==> config.mk <==
export PLATFORM = sky130hd
export DESIGN_NAME = gpi_port
export DESIGN_NICKNAME = d
export VERILOG_FILES = /design/src/common/gpi_pkg.sv /design/src/rtl/gpi_port.sv /design/src/rtl/gpi_pin_irq.sv
export SDC_FILE = /design/constraint.sdc
export NUM_CORES = 1
export LEC_CHECK = 0
export ABC_AREA = 1
export CAP_MARGIN = 20
export CORE_ASPECT_RATIO = 0.8
export CORE_MARGIN = 1
export CORE_UTILIZATION = 60
export CTS_CLUSTER_DIAMETER = 80
export DETAILED_ROUTE_END_ITERATION = 10
export DONT_BUFFER_PORTS = 1
export PLACE_DENSITY = 0.86
export REMOVE_ABC_BUFFERS = 1
export SYNTH_ARGS = -nofsm -noshare
export SYNTH_HDL_FRONTEND = slang
export SYNTH_SLANG_ARGS = --single-unit
export TNS_END_PERCENT = 5
==> constraint.sdc <==
create_clock -name clk -period 5.1 [get_ports clk]
set_clock_uncertainty 0.15 [all_clocks]
set_input_delay 0.51 -clock clk [delete_from_list [all_inputs] [get_ports clk]]
set_output_delay 0.51 -clock clk [all_outputs]
set_load 0.02 [all_outputs]
==> src/common/gpi_pkg.sv <==
package gpi_pkg;
  // Port geometry
  localparam int GPI_PINS = 32;
  localparam int ADDR_W = 12;
  // Register byte offsets
  localparam logic [11:0] OFS_DATA = 12'h000;
  localparam logic [11:0] OFS_DIR = 12'h004;
  localparam logic [11:0] OFS_INT_EN = 12'h030;
  localparam logic [11:0] OFS_MASK = 12'h034;
  localparam logic [11:0] OFS_TYPE = 12'h038;
  localparam logic [11:0] OFS_POL = 12'h03C;
  localparam logic [11:0] OFS_STATUS = 12'h040;
  localparam logic [11:0] OFS_RAW = 12'h044;
  localparam logic [11:0] OFS_DEBOUNCE = 12'h048;
  localparam logic [11:0] OFS_EOI = 12'h04C;
  localparam logic [11:0] OFS_EXT = 12'h050;
  localparam logic [11:0] OFS_LS_SYNC = 12'h060;
  // Values after reset and field positions
  localparam logic [31:0] RST_WORD = 32'h00000000;
  localparam logic RST_BIT = 1'h0;
  localparam int LS_SYNC_BIT = 0;
  // Bit encodings
  localparam logic DIR_INPUT = 1'h0;
  localparam logic DIR_OUTPUT = 1'h1;
  localparam logic TYPE_LEVEL = 1'h0;
  localparam logic TYPE_EDGE = 1'h1;
  localparam logic POL_LOW = 1'h0;
  localparam logic POL_HIGH = 1'h1;
  // Debounce clock rate against the 25 MHz system clock
  localparam int CLK_HZ = 25_000_000;
  localparam int DB_CLK_HZ = 25_000_000;
  localparam int DB_DIV_CYC = (CLK_HZ / DB_CLK_HZ < 1) ? 1 :
                              CLK_HZ / DB_CLK_HZ;
  localparam int DB_CNT_W = 8;
  // Slave handshake states
  typedef enum logic {APB_IDLE, APB_ANSWER} gpi_apb_e;
  // Per-pin configuration bundle
  typedef struct packed {
    logic en;
    logic dir;
    logic edge_sel;
    logic pol;
    logic db_en;
  } gpi_cfg_s;
endpackage

==> src/rtl/gpi_port.sv <==
// Our own choices: the register addresses and the APB slave port.
`timescale 1ns/10ps
// Functional notes
// - Pin output value and direction come from software data and dir regs.
// - Direction register drives the pad direction output directly.
// - Output data register drives each pad output buffer.
// - External port read returns pin values; writes to it are ignored.
// - Each pin may be high level, low level, rising or falling source.
// - Interrupts are maskable; raw and masked status are both readable.
// - All masked interrupts OR into one output with no own mask.
// - Switching a pin to output keeps its pending interrupt, no new ones.
// - Writing 1 to edge clear clears that edge interrupt, raw and masked.
// - Edge clear writes leave level interrupts; levels follow their source.
// - An unmasked level interrupt keeps requesting while its condition holds.
// - Debounced inputs need two debounce clock samples to be accepted.
// - A pulse over two debounce edges counts; over one edge it is dropped.
// - Edge and level inputs both sync to pclk; the sync bit adds one more pclk stage to levels.
// - Unused addresses and bits read zero; no error response ever.
// - Thirty-two pins, each with own data and direction, 32-bit bus.
// - Direction bit 0 is input and reset value, 1 is output.
// - Type bit 0 is level and reset value, 1 is edge.
// - Polarity bit 0 is low or falling, reset value; 1 high or rising.
// - A pin is an interrupt source only while its enable bit is 1.
module gpi_port #(
  parameter int PINS = gpi_pkg::GPI_PINS,
  parameter int DB_DIV = gpi_pkg::DB_DIV_CYC
) (
  // Clock and reset
  input wire logic clk,
  input wire logic resetn,
  // APB slave
  input wire logic psel,
  input wire logic penable,
  input wire logic pwrite,
  input wire logic [gpi_pkg::ADDR_W-1:0] paddr,
  input wire logic [31:0] pwdata,
  output logic [31:0] prdata,
  output logic pready,
  output logic pslverr,
  // Pads
  input wire logic [PINS-1:0] pad_in,
  output logic [PINS-1:0] pad_out,
  output logic [PINS-1:0] pad_oe,
  // Combined interrupt, active high
  output logic irq
);
  import gpi_pkg::*;

  // Software registers
  logic [PINS-1:0] output_data_reg_q, dir_q, int_en_q;
  logic [PINS-1:0] interrupt_mask_reg_q, int_type_q, int_pol_q;
  logic [PINS-1:0] debounce_en_q;
  logic level_sync_enable_q;

  // Bus handshake state
  gpi_apb_e state_q, state_d;
  logic pready_q, pslverr_q;
  logic [31:0] prdata_q;

  // Pin synchroniser and derived state
  logic [PINS-1:0] pad_meta_q, pad_sync_q;
  logic [PINS-1:0] raw_status;
  logic [PINS-1:0] int_status;
  logic irq_q;

  // Debounce clock enable
  logic [DB_CNT_W-1:0] db_cnt_q;
  logic db_tick_q;

  // Decode of the access phase
  wire access = psel & penable;
  wire wr_fire = (state_q == APB_ANSWER) & access & pwrite;
  wire hit_data = (paddr == OFS_DATA);
  wire hit_dir = (paddr == OFS_DIR);
  wire hit_en = (paddr == OFS_INT_EN);
  wire hit_mask = (paddr == OFS_MASK);
  wire hit_type = (paddr == OFS_TYPE);
  wire hit_pol = (paddr == OFS_POL);
  wire hit_status = (paddr == OFS_STATUS);
  wire hit_raw = (paddr == OFS_RAW);
  wire hit_db = (paddr == OFS_DEBOUNCE);
  wire hit_eoi = (paddr == OFS_EOI);
  wire hit_ext = (paddr == OFS_EXT);
  wire hit_ls = (paddr == OFS_LS_SYNC);

  // Write strobes per register; the external port has none
  wire we_data = wr_fire & hit_data;
  wire we_dir = wr_fire & hit_dir;
  wire we_en = wr_fire & hit_en;
  wire we_mask = wr_fire & hit_mask;
  wire we_type = wr_fire & hit_type;
  wire we_pol = wr_fire & hit_pol;
  wire we_db = wr_fire & hit_db;
  wire we_ls = wr_fire & hit_ls;
  wire [PINS-1:0] eoi_clear = (wr_fire & hit_eoi) ?
                              pwdata[PINS-1:0] : '0;

  // Read mux; unmapped offsets and write-only clear read zero
  logic [31:0] rd_mux;
  always_comb begin
    rd_mux = RST_WORD;
    if (hit_data) rd_mux[PINS-1:0] = output_data_reg_q;
    if (hit_dir) rd_mux[PINS-1:0] = dir_q;
    if (hit_en) rd_mux[PINS-1:0] = int_en_q;
    if (hit_mask) rd_mux[PINS-1:0] = interrupt_mask_reg_q;
    if (hit_type) rd_mux[PINS-1:0] = int_type_q;
    if (hit_pol) rd_mux[PINS-1:0] = int_pol_q;
    if (hit_status) rd_mux[PINS-1:0] = int_status;
    if (hit_raw) rd_mux[PINS-1:0] = raw_status;
    if (hit_db) rd_mux[PINS-1:0] = debounce_en_q;
    if (hit_ext) rd_mux[PINS-1:0] = pad_sync_q;
    if (hit_ls) rd_mux[LS_SYNC_BIT] = level_sync_enable_q;
  end

  // Slave answers one cycle into the access phase, never in error
  always_comb begin
    state_d = state_q;
    case (state_q)
      APB_IDLE: begin
        if (access) state_d = APB_ANSWER;
      end
      APB_ANSWER: begin
        state_d = APB_IDLE;
      end
      default: begin
        state_d = APB_IDLE;
      end
    endcase
  end

  always_ff @(posedge clk or negedge resetn) begin
    if (!resetn) begin
      state_q <= APB_IDLE;
      pready_q <= RST_BIT;
      pslverr_q <= RST_BIT;
      prdata_q <= RST_WORD;
    end else begin
      state_q <= state_d;
      pready_q <= (state_d == APB_ANSWER);
      pslverr_q <= RST_BIT;
      if (state_q == APB_IDLE && access && !pwrite) prdata_q <= rd_mux;
    end
  end

  // Data and direction registers
  always_ff @(posedge clk or negedge resetn) begin
    if (!resetn) begin
      output_data_reg_q <= RST_WORD[PINS-1:0];
      dir_q <= RST_WORD[PINS-1:0];
    end else begin
      if (we_data) output_data_reg_q <= pwdata[PINS-1:0];
      if (we_dir) dir_q <= pwdata[PINS-1:0];
    end
  end

  // Interrupt configuration registers
  always_ff @(posedge clk or negedge resetn) begin
    if (!resetn) begin
      int_en_q <= RST_WORD[PINS-1:0];
      interrupt_mask_reg_q <= RST_WORD[PINS-1:0];
      int_type_q <= RST_WORD[PINS-1:0];
      int_pol_q <= RST_WORD[PINS-1:0];
    end else begin
      if (we_en) int_en_q <= pwdata[PINS-1:0];
      if (we_mask) interrupt_mask_reg_q <= pwdata[PINS-1:0];
      if (we_type) int_type_q <= pwdata[PINS-1:0];
      if (we_pol) int_pol_q <= pwdata[PINS-1:0];
    end
  end

  // Debounce and level sync enables
  always_ff @(posedge clk or negedge resetn) begin
    if (!resetn) begin
      debounce_en_q <= RST_WORD[PINS-1:0];
      level_sync_enable_q <= RST_BIT;
    end else begin
      if (we_db) debounce_en_q <= pwdata[PINS-1:0];
      if (we_ls) level_sync_enable_q <= pwdata[LS_SYNC_BIT];
    end
  end

  // Pads see the registers straight from their flops
  assign pad_out = output_data_reg_q;
  assign pad_oe = dir_q;

  // Pins are asynchronous, so two flops come before any reader
  always_ff @(posedge clk or negedge resetn) begin
    if (!resetn) begin
      pad_meta_q <= RST_WORD[PINS-1:0];
      pad_sync_q <= RST_WORD[PINS-1:0];
    end else begin
      pad_meta_q <= pad_in;
      pad_sync_q <= pad_meta_q;
    end
  end

  // Debounce clock as an enable; divide of one ticks every cycle
  wire db_wrap = (db_cnt_q == DB_CNT_W'(DB_DIV - 1));
  always_ff @(posedge clk or negedge resetn) begin
    if (!resetn) begin
      db_cnt_q <= '0;
      db_tick_q <= RST_BIT;
    end else begin
      db_cnt_q <= db_wrap ? '0 : db_cnt_q + 1'b1;
      db_tick_q <= db_wrap;
    end
  end

  // One detector per pin
  for (genvar i = 0; i < PINS; i++) begin : g_pin
    gpi_cfg_s cfg;
    assign cfg = '{en: int_en_q[i], dir: dir_q[i], edge_sel: int_type_q[i],
                   pol: int_pol_q[i], db_en: debounce_en_q[i]};
    gpi_pin_irq u_pin (
      .clk(clk),
      .resetn(resetn),
      .db_tick(db_tick_q),
      .ls_sync(level_sync_enable_q),
      .pin_sync(pad_sync_q[i]),
      .cfg(cfg),
      .clear(eoi_clear[i]),
      .raw(raw_status[i])
    );
  end

  // Masking and the combined line; no mask of its own
  assign int_status = raw_status & ~interrupt_mask_reg_q;
  always_ff @(posedge clk or negedge resetn) begin
    if (!resetn) irq_q <= RST_BIT;
    else irq_q <= |int_status;
  end

  // Every output leaves from a flop
  assign prdata = prdata_q;
  assign pready = pready_q;
  assign pslverr = pslverr_q;
  assign irq = irq_q;
endmodule // gpi_port

==> src/rtl/gpi_pin_irq.sv <==
`timescale 1ns/10ps
module gpi_pin_irq (
  // Clock and reset
  input wire logic clk,
  input wire logic resetn,
  // Shared controls
  input wire logic db_tick,
  input wire logic ls_sync,
  // Pin sample, configuration and clear
  input wire logic pin_sync,
  input wire gpi_pkg::gpi_cfg_s cfg,
  input wire logic clear,
  // Raw interrupt of this pin
  output logic raw
);
  import gpi_pkg::*;

  logic db_a_q, db_q, prev_q, edge_q, lvl_q;
  logic edge_d, lvl_d;
  wire src = cfg.db_en ? db_q : pin_sync;
  wire lvl_src = ls_sync ? prev_q : src; // Extra pclk stage when asked
  wire listening = cfg.en & (cfg.dir == DIR_INPUT);
  wire rise = src & ~prev_q;
  wire fall = ~src & prev_q;
  wire edge_hit = listening & (cfg.edge_sel == TYPE_EDGE) &
                  ((cfg.pol == POL_HIGH) ? rise : fall);

  // Debouncer: a value is taken only when two ticks agree
  always_ff @(posedge clk or negedge resetn) begin
    if (!resetn) begin
      db_a_q <= RST_BIT;
      db_q <= RST_BIT;
    end else if (db_tick) begin
      db_a_q <= pin_sync;
      if (pin_sync == db_a_q) db_q <= pin_sync;
    end
  end

  // Set wins over clear so an edge in the clear cycle survives
  always_comb begin
    edge_d = edge_q;
    if (edge_hit) edge_d = 1'b1;
    else if (clear | ~cfg.en | (cfg.edge_sel == TYPE_LEVEL))
      edge_d = 1'b0;
  end

  // Level state is frozen while the pin is an output
  assign lvl_d = cfg.en & (cfg.edge_sel == TYPE_LEVEL) &
                 ((cfg.dir == DIR_OUTPUT) ? lvl_q :
                  (lvl_src == cfg.pol));

  always_ff @(posedge clk or negedge resetn) begin
    if (!resetn) begin
      prev_q <= RST_BIT;
      edge_q <= RST_BIT;
      lvl_q <= RST_BIT;
    end else begin
      prev_q <= src;
      edge_q <= edge_d;
      lvl_q <= lvl_d;
    end
  end

  assign raw = edge_q | lvl_q;
endmodule // gpi_pin_irq

==> impl_metrics.json, run 1 <==
{
  "critical_path_arrival_ns": 3.20,
  "sw_frac_of_total": 0.2215,
  "total_leakage_power_nw": 11.38,
  "dieArea_um2": 37890,
  "relSlewSlack": 0.2713,
  "cts_buffer_depth": 3,
  "p_comb_frac": 0.028,
  "ir_drop_v": 0.0002648,
  "grt_max_degree": 493,
  "coreArea_um2": 36230,
  "drt-total-wl_um": 62000,
  "drt-initial-drc-count": 2476,
  "row_count": 62,
  "path_clk_slew_ns": 0.06,
  "grt_pass1_wl_um": 96570,
  "die_w_um": 217.4,
  "fin_hold_ws_ns": -0.5026,
  "start_util": 0.6147,
  "max_freq_mhz": 343.4,
  "min_period_ns": 2.912,
  "worst_slew_pin_slew_ns": 1.089,
  "synth_cell_types": 42,
  "stdcell_count": 3108,
  "die_h_um": 174.3,
  "areaGrowthSynthToFinish_pct": 8.608,
  "power.switching_w": 0.001720,
  "status": "finished with violations",
  "clock_latency_ns": 0.57,
  "antenna_cells": 0,
  "place_congestion": 0.8841,
  "crit_path_start_kind": "flop",
  "fin_crit_sh": 0.5710,
  "drv_cap": 0,
  "syn_area_um2": 22270,
  "power_density_nw_per_um2": 321.2,
  "clkPwrFrac": 0.452,
  "p_int_w": 0.006047,
  "post_cts_resize_count": 0,
  "r2r_cells": 4,
  "grt_pass1_vias": 18260,
  "seq_area_frac_synth": 0.5529,
  "failed_checks": "hold timing",
  "cp-startpoint": "pready",
  "syn_inst": 2627,
  "synth_seq_cells": 492,
  "place_ws_ns": 1.809,
  "cts_setup_buffers": 0,
  "firstDrtPassIters": 6,
  "synth.avg_cell_area_um2": 8.477,
  "hold_path.class": "in -> async",
  "cts_max_level": 2,
  "port_buffers": 0,
  "finalSetupViolCount": 0,
  "ant_nets": 0,
  "reg2reg_to": "interrupt_mask_reg_q[17]",
  "dp_hpwl_um": 36980,
  "fin_nets": 2674,
  "cts_tree": "built",
  "p_total_w": 0.007768,
  "vias": 18700,
  "grt_usage": 0.3286,
  "drive_above_1_share": 0.06545,
  "antenna_found_initial": 0,
  "io_pins": 180,
  "cts_buffers": 47,
  "drc": 0,
  "wire_per_inst_um": 19.95,
  "fillCellCount": 2714,
  "rsz0062_at_grt": "false",
  "reg2reg_setup_slack_ns": 2.19,
  "ctsHoldBuffers": 32,
  "finalMaxSlewViolations": 0,
  "post_drt_via_cell_ratio": 6.015,
  "setup_tns_ns": 0,
  "r2r-start": "pready",
  "layout_setup_ws_ns": 2.188,
  "yosysWarnings": 0,
  "critical_path_class": "reg -> reg",
  "power_frac_seq": 0.520,
  "placed_cells": 2989,
  "path_max_fanout": 64,
  "overflow": 0,
  "hold_viol_final": 492,
  "crit_path_end_kind": "flop",
  "clockRootBuffer": "clkbuf_16",
  "cp.required_ns": 5.38,
  "clkSinkCount": 492
}
-- worst max-delay path: stages, from the launching register on --
cell	delay (ns)
dfrtp_1	0.49
inv_2	0.11
nor3_4	0.53
nand4_4	0.93
o21ai_0	0.53
-- sequential cells by signal (all words and copies together), names as in the netlist, 8 cells and up --
name / cells
interrupt_mask_reg_q: 32
g_pin.u_pin.lvl_q: 32
g_pin.u_pin.prev_q: 32
pad_meta_q: 32
prdata: 32
debounce_en_q: 32
int_pol_q: 32
db_cnt_q: 8
g_pin.u_pin.db_a_q: 32
pad_out: 32
pad_oe: 32
g_pin.u_pin.db_q: 32
g_pin.u_pin.edge_q: 32
int_en_q: 32
pad_sync_q: 32
int_type_q: 32
-- stage by stage --
| step | hold WS, ns | cell area, µm² | util |
|---|---|---|---|
| detailed placement | 0.08004 | 22300 | 0.6155 |
| floorplan | 0.06441 | 21540 | - |
| global route | -0.5162 | 24190 | 0.6676 |
| CTS | -0.5148 | 24170 | 0.6671 |
| finish | -0.5026 | 24190 | 0.6676 |
| global placement | 0.08210 | 22300 | 0.6155 |
-- placed cells by master, fill, tap and decap left out, types with 29 or more instances in the layout --
cell type and count:
o211ai_1 29, xor2_1 37, nand4_1 71, clkbuf_16 47, o21ai_0 316, inv_1 206, dlygate4sd3_1 32, nand3_1 38
mux2_2 30, nand2_1 714, dfrtp_1 490, o21ai_1 137, nor3_1 41, nor2_1 288, a21oi_1 35
-- power groups by stage --
stage          clock, W  sequential (W)  combinational, W
6_report        0.00351         0.00404          0.000220
5_1_grt         0.00369         0.00404          0.000243
4_1_cts         0.00353         0.00404          0.000217
3_5_place_dp          0         0.00411          0.000195
3_3_place_gp          0         0.00410          0.000180
2_1_floorplan         0         0.00409          0.000142
-- cell families after synthesis --
kind of cell	synth area share
buffers and inverters	0.06900
xor gates and xnor gates	0.01455
and+or+nand+nor	0.2265
other	0.0001684
AOI/OAI and AO/OA	0.1206
muxes	0.01517
adders and majority gates	0.001124
DFF	0.5529
-- final cells by class --
type,count,area (µm²),area share
clock buffers,71,1426,0.05898
clock inverters,15,121.4,0.005018
inverters,215,807.0,0.03337
multi-input cells,1785,8448,0.3493
flip-flops and latches,492,12310,0.5092
well taps,480,600.6,0.02483
repair buffers,50,467.9,0.01935
-- synthesized netlist by cell type (all sizes together) --
cell type  number  share of area
ha              2         0.0011
nor2          296          0.053
o31ai           1        0.00034
mux2           30          0.015
nor3b           2        0.00067
nor4            4         0.0021
and3            1        0.00028
nor3           50          0.014
dfrtp         492           0.55
o211ai         29         0.0098
inv           214          0.036
or2             1        0.00028
nand3          41          0.010
o21ai         453           0.10
a21oi          35         0.0079
nand4          73          0.022
nand2         724           0.12
clkbuf         59          0.010
clkinv          1        0.00017
nand3b          2        0.00084
xor2           37          0.015
conb            1        0.00017
buf            76          0.023
o22ai           3        0.00084
-- routing by layer --
metal,track usage,vias to the layer above,wire (µm)
li1,-,8433,-
met1,0.4500,8964,24210
met2,0.5096,1071,27910
met3,0.07927,228,7400
met4,0.1253,0,2479
met5,0,-,0
-- worst max path at each step --
stage | endpoint | cells past startpoint
global route | prdata[6] | 11
global placement | prdata[31] | 11
detailed placement | pad_oe[12] | 8
floorplan | prdata[0] | 9
finish | interrupt_mask_reg_q[17] | 4
CTS | interrupt_mask_reg_q[17] | 4
Note: power is estimated with default switching activity, not from simulation.
==> run 2, diff against run 1 <==
- CORE_UTILIZATION: 60 -> 58
- clock period: 5.1 -> 2.4 ns (I/O delays scaled with it)
==> run 2 against run 1 <==
The flow finishes with violations (hold timing, slew limit). Die area rose by 3.4%. Count of clock-buffer cells in the layout is 8 lower. Utilization is 0.11 points lower. Clock power grew 120%. Critical path depth rose by 5. Global-route usage fell by 0.29 points. Highest routed layer is now met5. Register-to-register slack worse by 2.0 ns. Design area up 3.2%. Sequential share of layout area is 1.6 points lower. Combinational power increased by 140%. Power up 120%.
==> impl_metrics.json, run 2 (synthesis gave the netlist of run 1 again) <==
{
  "relSlewSlack": -0.5243,
  "coreArea_um2": 37440,
  "crit_path_start_kind": "input pin",
  "die_w_um": 221.1,
  "grt_pass1_vias": 18440,
  "reg2reg_to": "interrupt_mask_reg_q[20]",
  "drc": 0,
  "sw_frac_of_total": 0.2168,
  "ir_drop_v": 0.0004259,
  "path_buf_inv": 4,
  "power.switching_w": 0.003669,
  "grt_max_degree": 493,
  "io_pins": 180,
  "dieArea_um2": 39190,
  "path_max_fanout": 17,
  "vias": 18920,
  "grt_pass1_wl_um": 99360,
  "min_period_ns": 2.285,
  "cp_num_cells": 9,
  "crit_family": "buffers and inverters",
  "hold_path.class": "in -> async",
  "die_h_um": 177.3,
  "final_common_cell": "nand2_1",
  "dp_hpwl_um": 38620,
  "clockRootBuffer": "clkbuf_16",
  "finalMaxSlewViolations": 246,
  "p_comb_frac": 0.031,
  "ant_nets": 0,
  "overflow": 0,
  "ctsHoldBuffers": 70,
  "wire_per_inst_um": 19.89,
  "reg2reg_setup_slack_ns": 0.20,
  "critical_path_class": "in -> reg",
  "crit_path_end_kind": "flop",
  "cpPeakStageDelay_ns": 0.60,
  "finalSetupViolCount": 0,
  "status": "finished with violations",
  "rsz0062_at_grt": "false",
  "clock_latency_ns": 0.57,
  "path_clk_slew_ns": 0.06,
  "max_freq_mhz": 437.6,
  "fin_crit_sh": 0.9522,
  "crit_chain": "dlygate4sd3_1 -> nand2_1 -> dlygate4sd3_1 -> nor2_1 -> nand2_2 -> inv_2 -> buf_4 -> nand2_1 -> nand2_1",
  "drive_above_1_share": 0.07406,
  "drt-initial-drc-count": 2213,
  "worst_slew_pin_slew_ns": 2.287,
  "start_util": 0.5948,
  "cts_buffer_depth": 3,
  "path_common_cell": "nand2_1",
  "critical_path_arrival_ns": 2.64,
  "drv_cap": 0,
  "p_int_w": 0.01325,
  "r2r-start": "pready",
  "grt_usage": 0.3257,
  "cts_buffers": 47,
  "cts_setup_buffers": 0,
  "total_leakage_power_nw": 11.71,
  "r2r_cells": 6,
  "final_util": 0.6665,
  "firstDrtPassIters": 6,
  "cp-startpoint": "penable",
  "layout_common_cells": "nand2_1 (713), dfrtp_1 (490), o21ai_0 (316)",
  "hold_viol_final": 492,
  "areaGrowthSynthToFinish_pct": 12.07,
  "failed_checks": "hold timing, slew limit",
  "setup_tns_ns": 0,
  "clkPwrFrac": 0.462,
  "cts_tree": "built",
  "antenna_found_initial": 2,
  "row_count": 63,
  "power_density_nw_per_um2": 678.1,
  "cts_max_level": 2,
  "slowest_stage": "dlygate4sd3_1",
  "fin_area_um2": 24960,
  "post_drt_via_cell_ratio": 5.958,
  "clkSinkCount": 492,
  "fin_nets": 2732,
  "drt-total-wl_um": 63150,
  "crit_end": "prdata[5]",
  "placedInstanceArea_um2": 22600,
  "power_frac_seq": 0.507,
  "fin_hold_ws_ns": -0.7743,
  "place_congestion": 0.8798,
  "cp.required_ns": 2.75,
  "port_buffers": 0
}
[run 2: cell types whose count changed in the layout (fill, tap and decap cells not counted), moves of 2 or more]
cell | before | now
buf_12 | 1 | 11
buf_4 | 17 | 27
bufinv_16 | 1 | 5
clkbuf_1 | 8 | 4
clkbuf_16 | 47 | 49
clkbuf_8 | 16 | 10
clkinv_2 | 8 | 12
clkinvlp_4 | 1 | 5
dlygate4sd3_1 | 32 | 70
inv_6 | 4 | 2
[run 2: worst reg2reg max path, delay by kind of cell (launching register included)]
kind,cells,cell delay (ns)
AO/OA/AOI/OAI,1,0.09
buffers and inverters,2,0.50
flip-flops,1,0.49
AND/OR/NAND/NOR,3,0.83
[run 2: what timing repair did]
item                       4_1_cts  5_1_grt
resized for setup                0        3
setup endpoints to repair        0        1
hold endpoints to repair       784      492
[run 2: area by class of cell]
class / count / area, µm²
Fill cell: 2824 / 12490
Clock buffer: 63 / 1379
Timing Repair Buffer: 108 / 1124
Sequential cell: 492 / 12310
Tap cell: 487 / 609.3
Inverter: 215 / 812.0
Antenna cell: 1 / 2.502
Clock inverter: 24 / 265.3
Multi-Input combinational cell: 1785 / 8451
[run 2: how the worst min path moves through the flow]
stage                start  cells after the start             to  slack (ns)
detailed placement  resetn                      0  pad_sync_q[8]       -0.19
global route        resetn                      0  pad_sync_q[8]       -0.79
floorplan           resetn                      0    db_cnt_q[0]       -0.21
global placement    resetn                      0  pad_meta_q[9]       -0.19
finish              resetn                      0  pad_sync_q[8]       -0.77
CTS                 resetn                      0  pad_sync_q[8]       -0.78
[run 2: per-layer routing]
| layer | vias up | wire length (µm) | GRT usage | part of all wire |
|---|---|---|---|---|
| li1 | 8542 | - | - | - |
| met1 | 9053 | 24880 | 0.4522 | 0.39 |
| met2 | 1114 | 28260 | 0.5070 | 0.45 |
| met3 | 206 | 7684 | 0.06773 | 0.12 |
| met4 | 2 | 2310 | 0.1265 | 0.037 |
| met5 | - | 13 | 0 | 0.00021 |
[run 2: metrics by stage]
| step | power [W] | setup slack, ns | std cells |
|---|---|---|---|
| final | 0.01692 | 0.1148 | 3175 |
| after global routing | 0.01737 | 0.04377 | 3175 |
| after CTS | 0.01698 | 0.01856 | 3174 |
| after detailed placement | 0.009150 | 0.2122 | 3017 |
| after global placement | 0.009108 | 0.2680 | 3017 |
| after floorplan | 0.008997 | -0.1669 | 2492 |
[run 2: power groups by stage]
stage / registers (W) / logic, W / clock network (W)
floorplan: 0.00870 / 0.000301 / 0
global placement: 0.00872 / 0.000389 / 0
detailed placement: 0.00873 / 0.000419 / 0
CTS: 0.00858 / 0.000512 / 0.00789
global route: 0.00860 / 0.000572 / 0.00820
finish: 0.00858 / 0.000522 / 0.00782
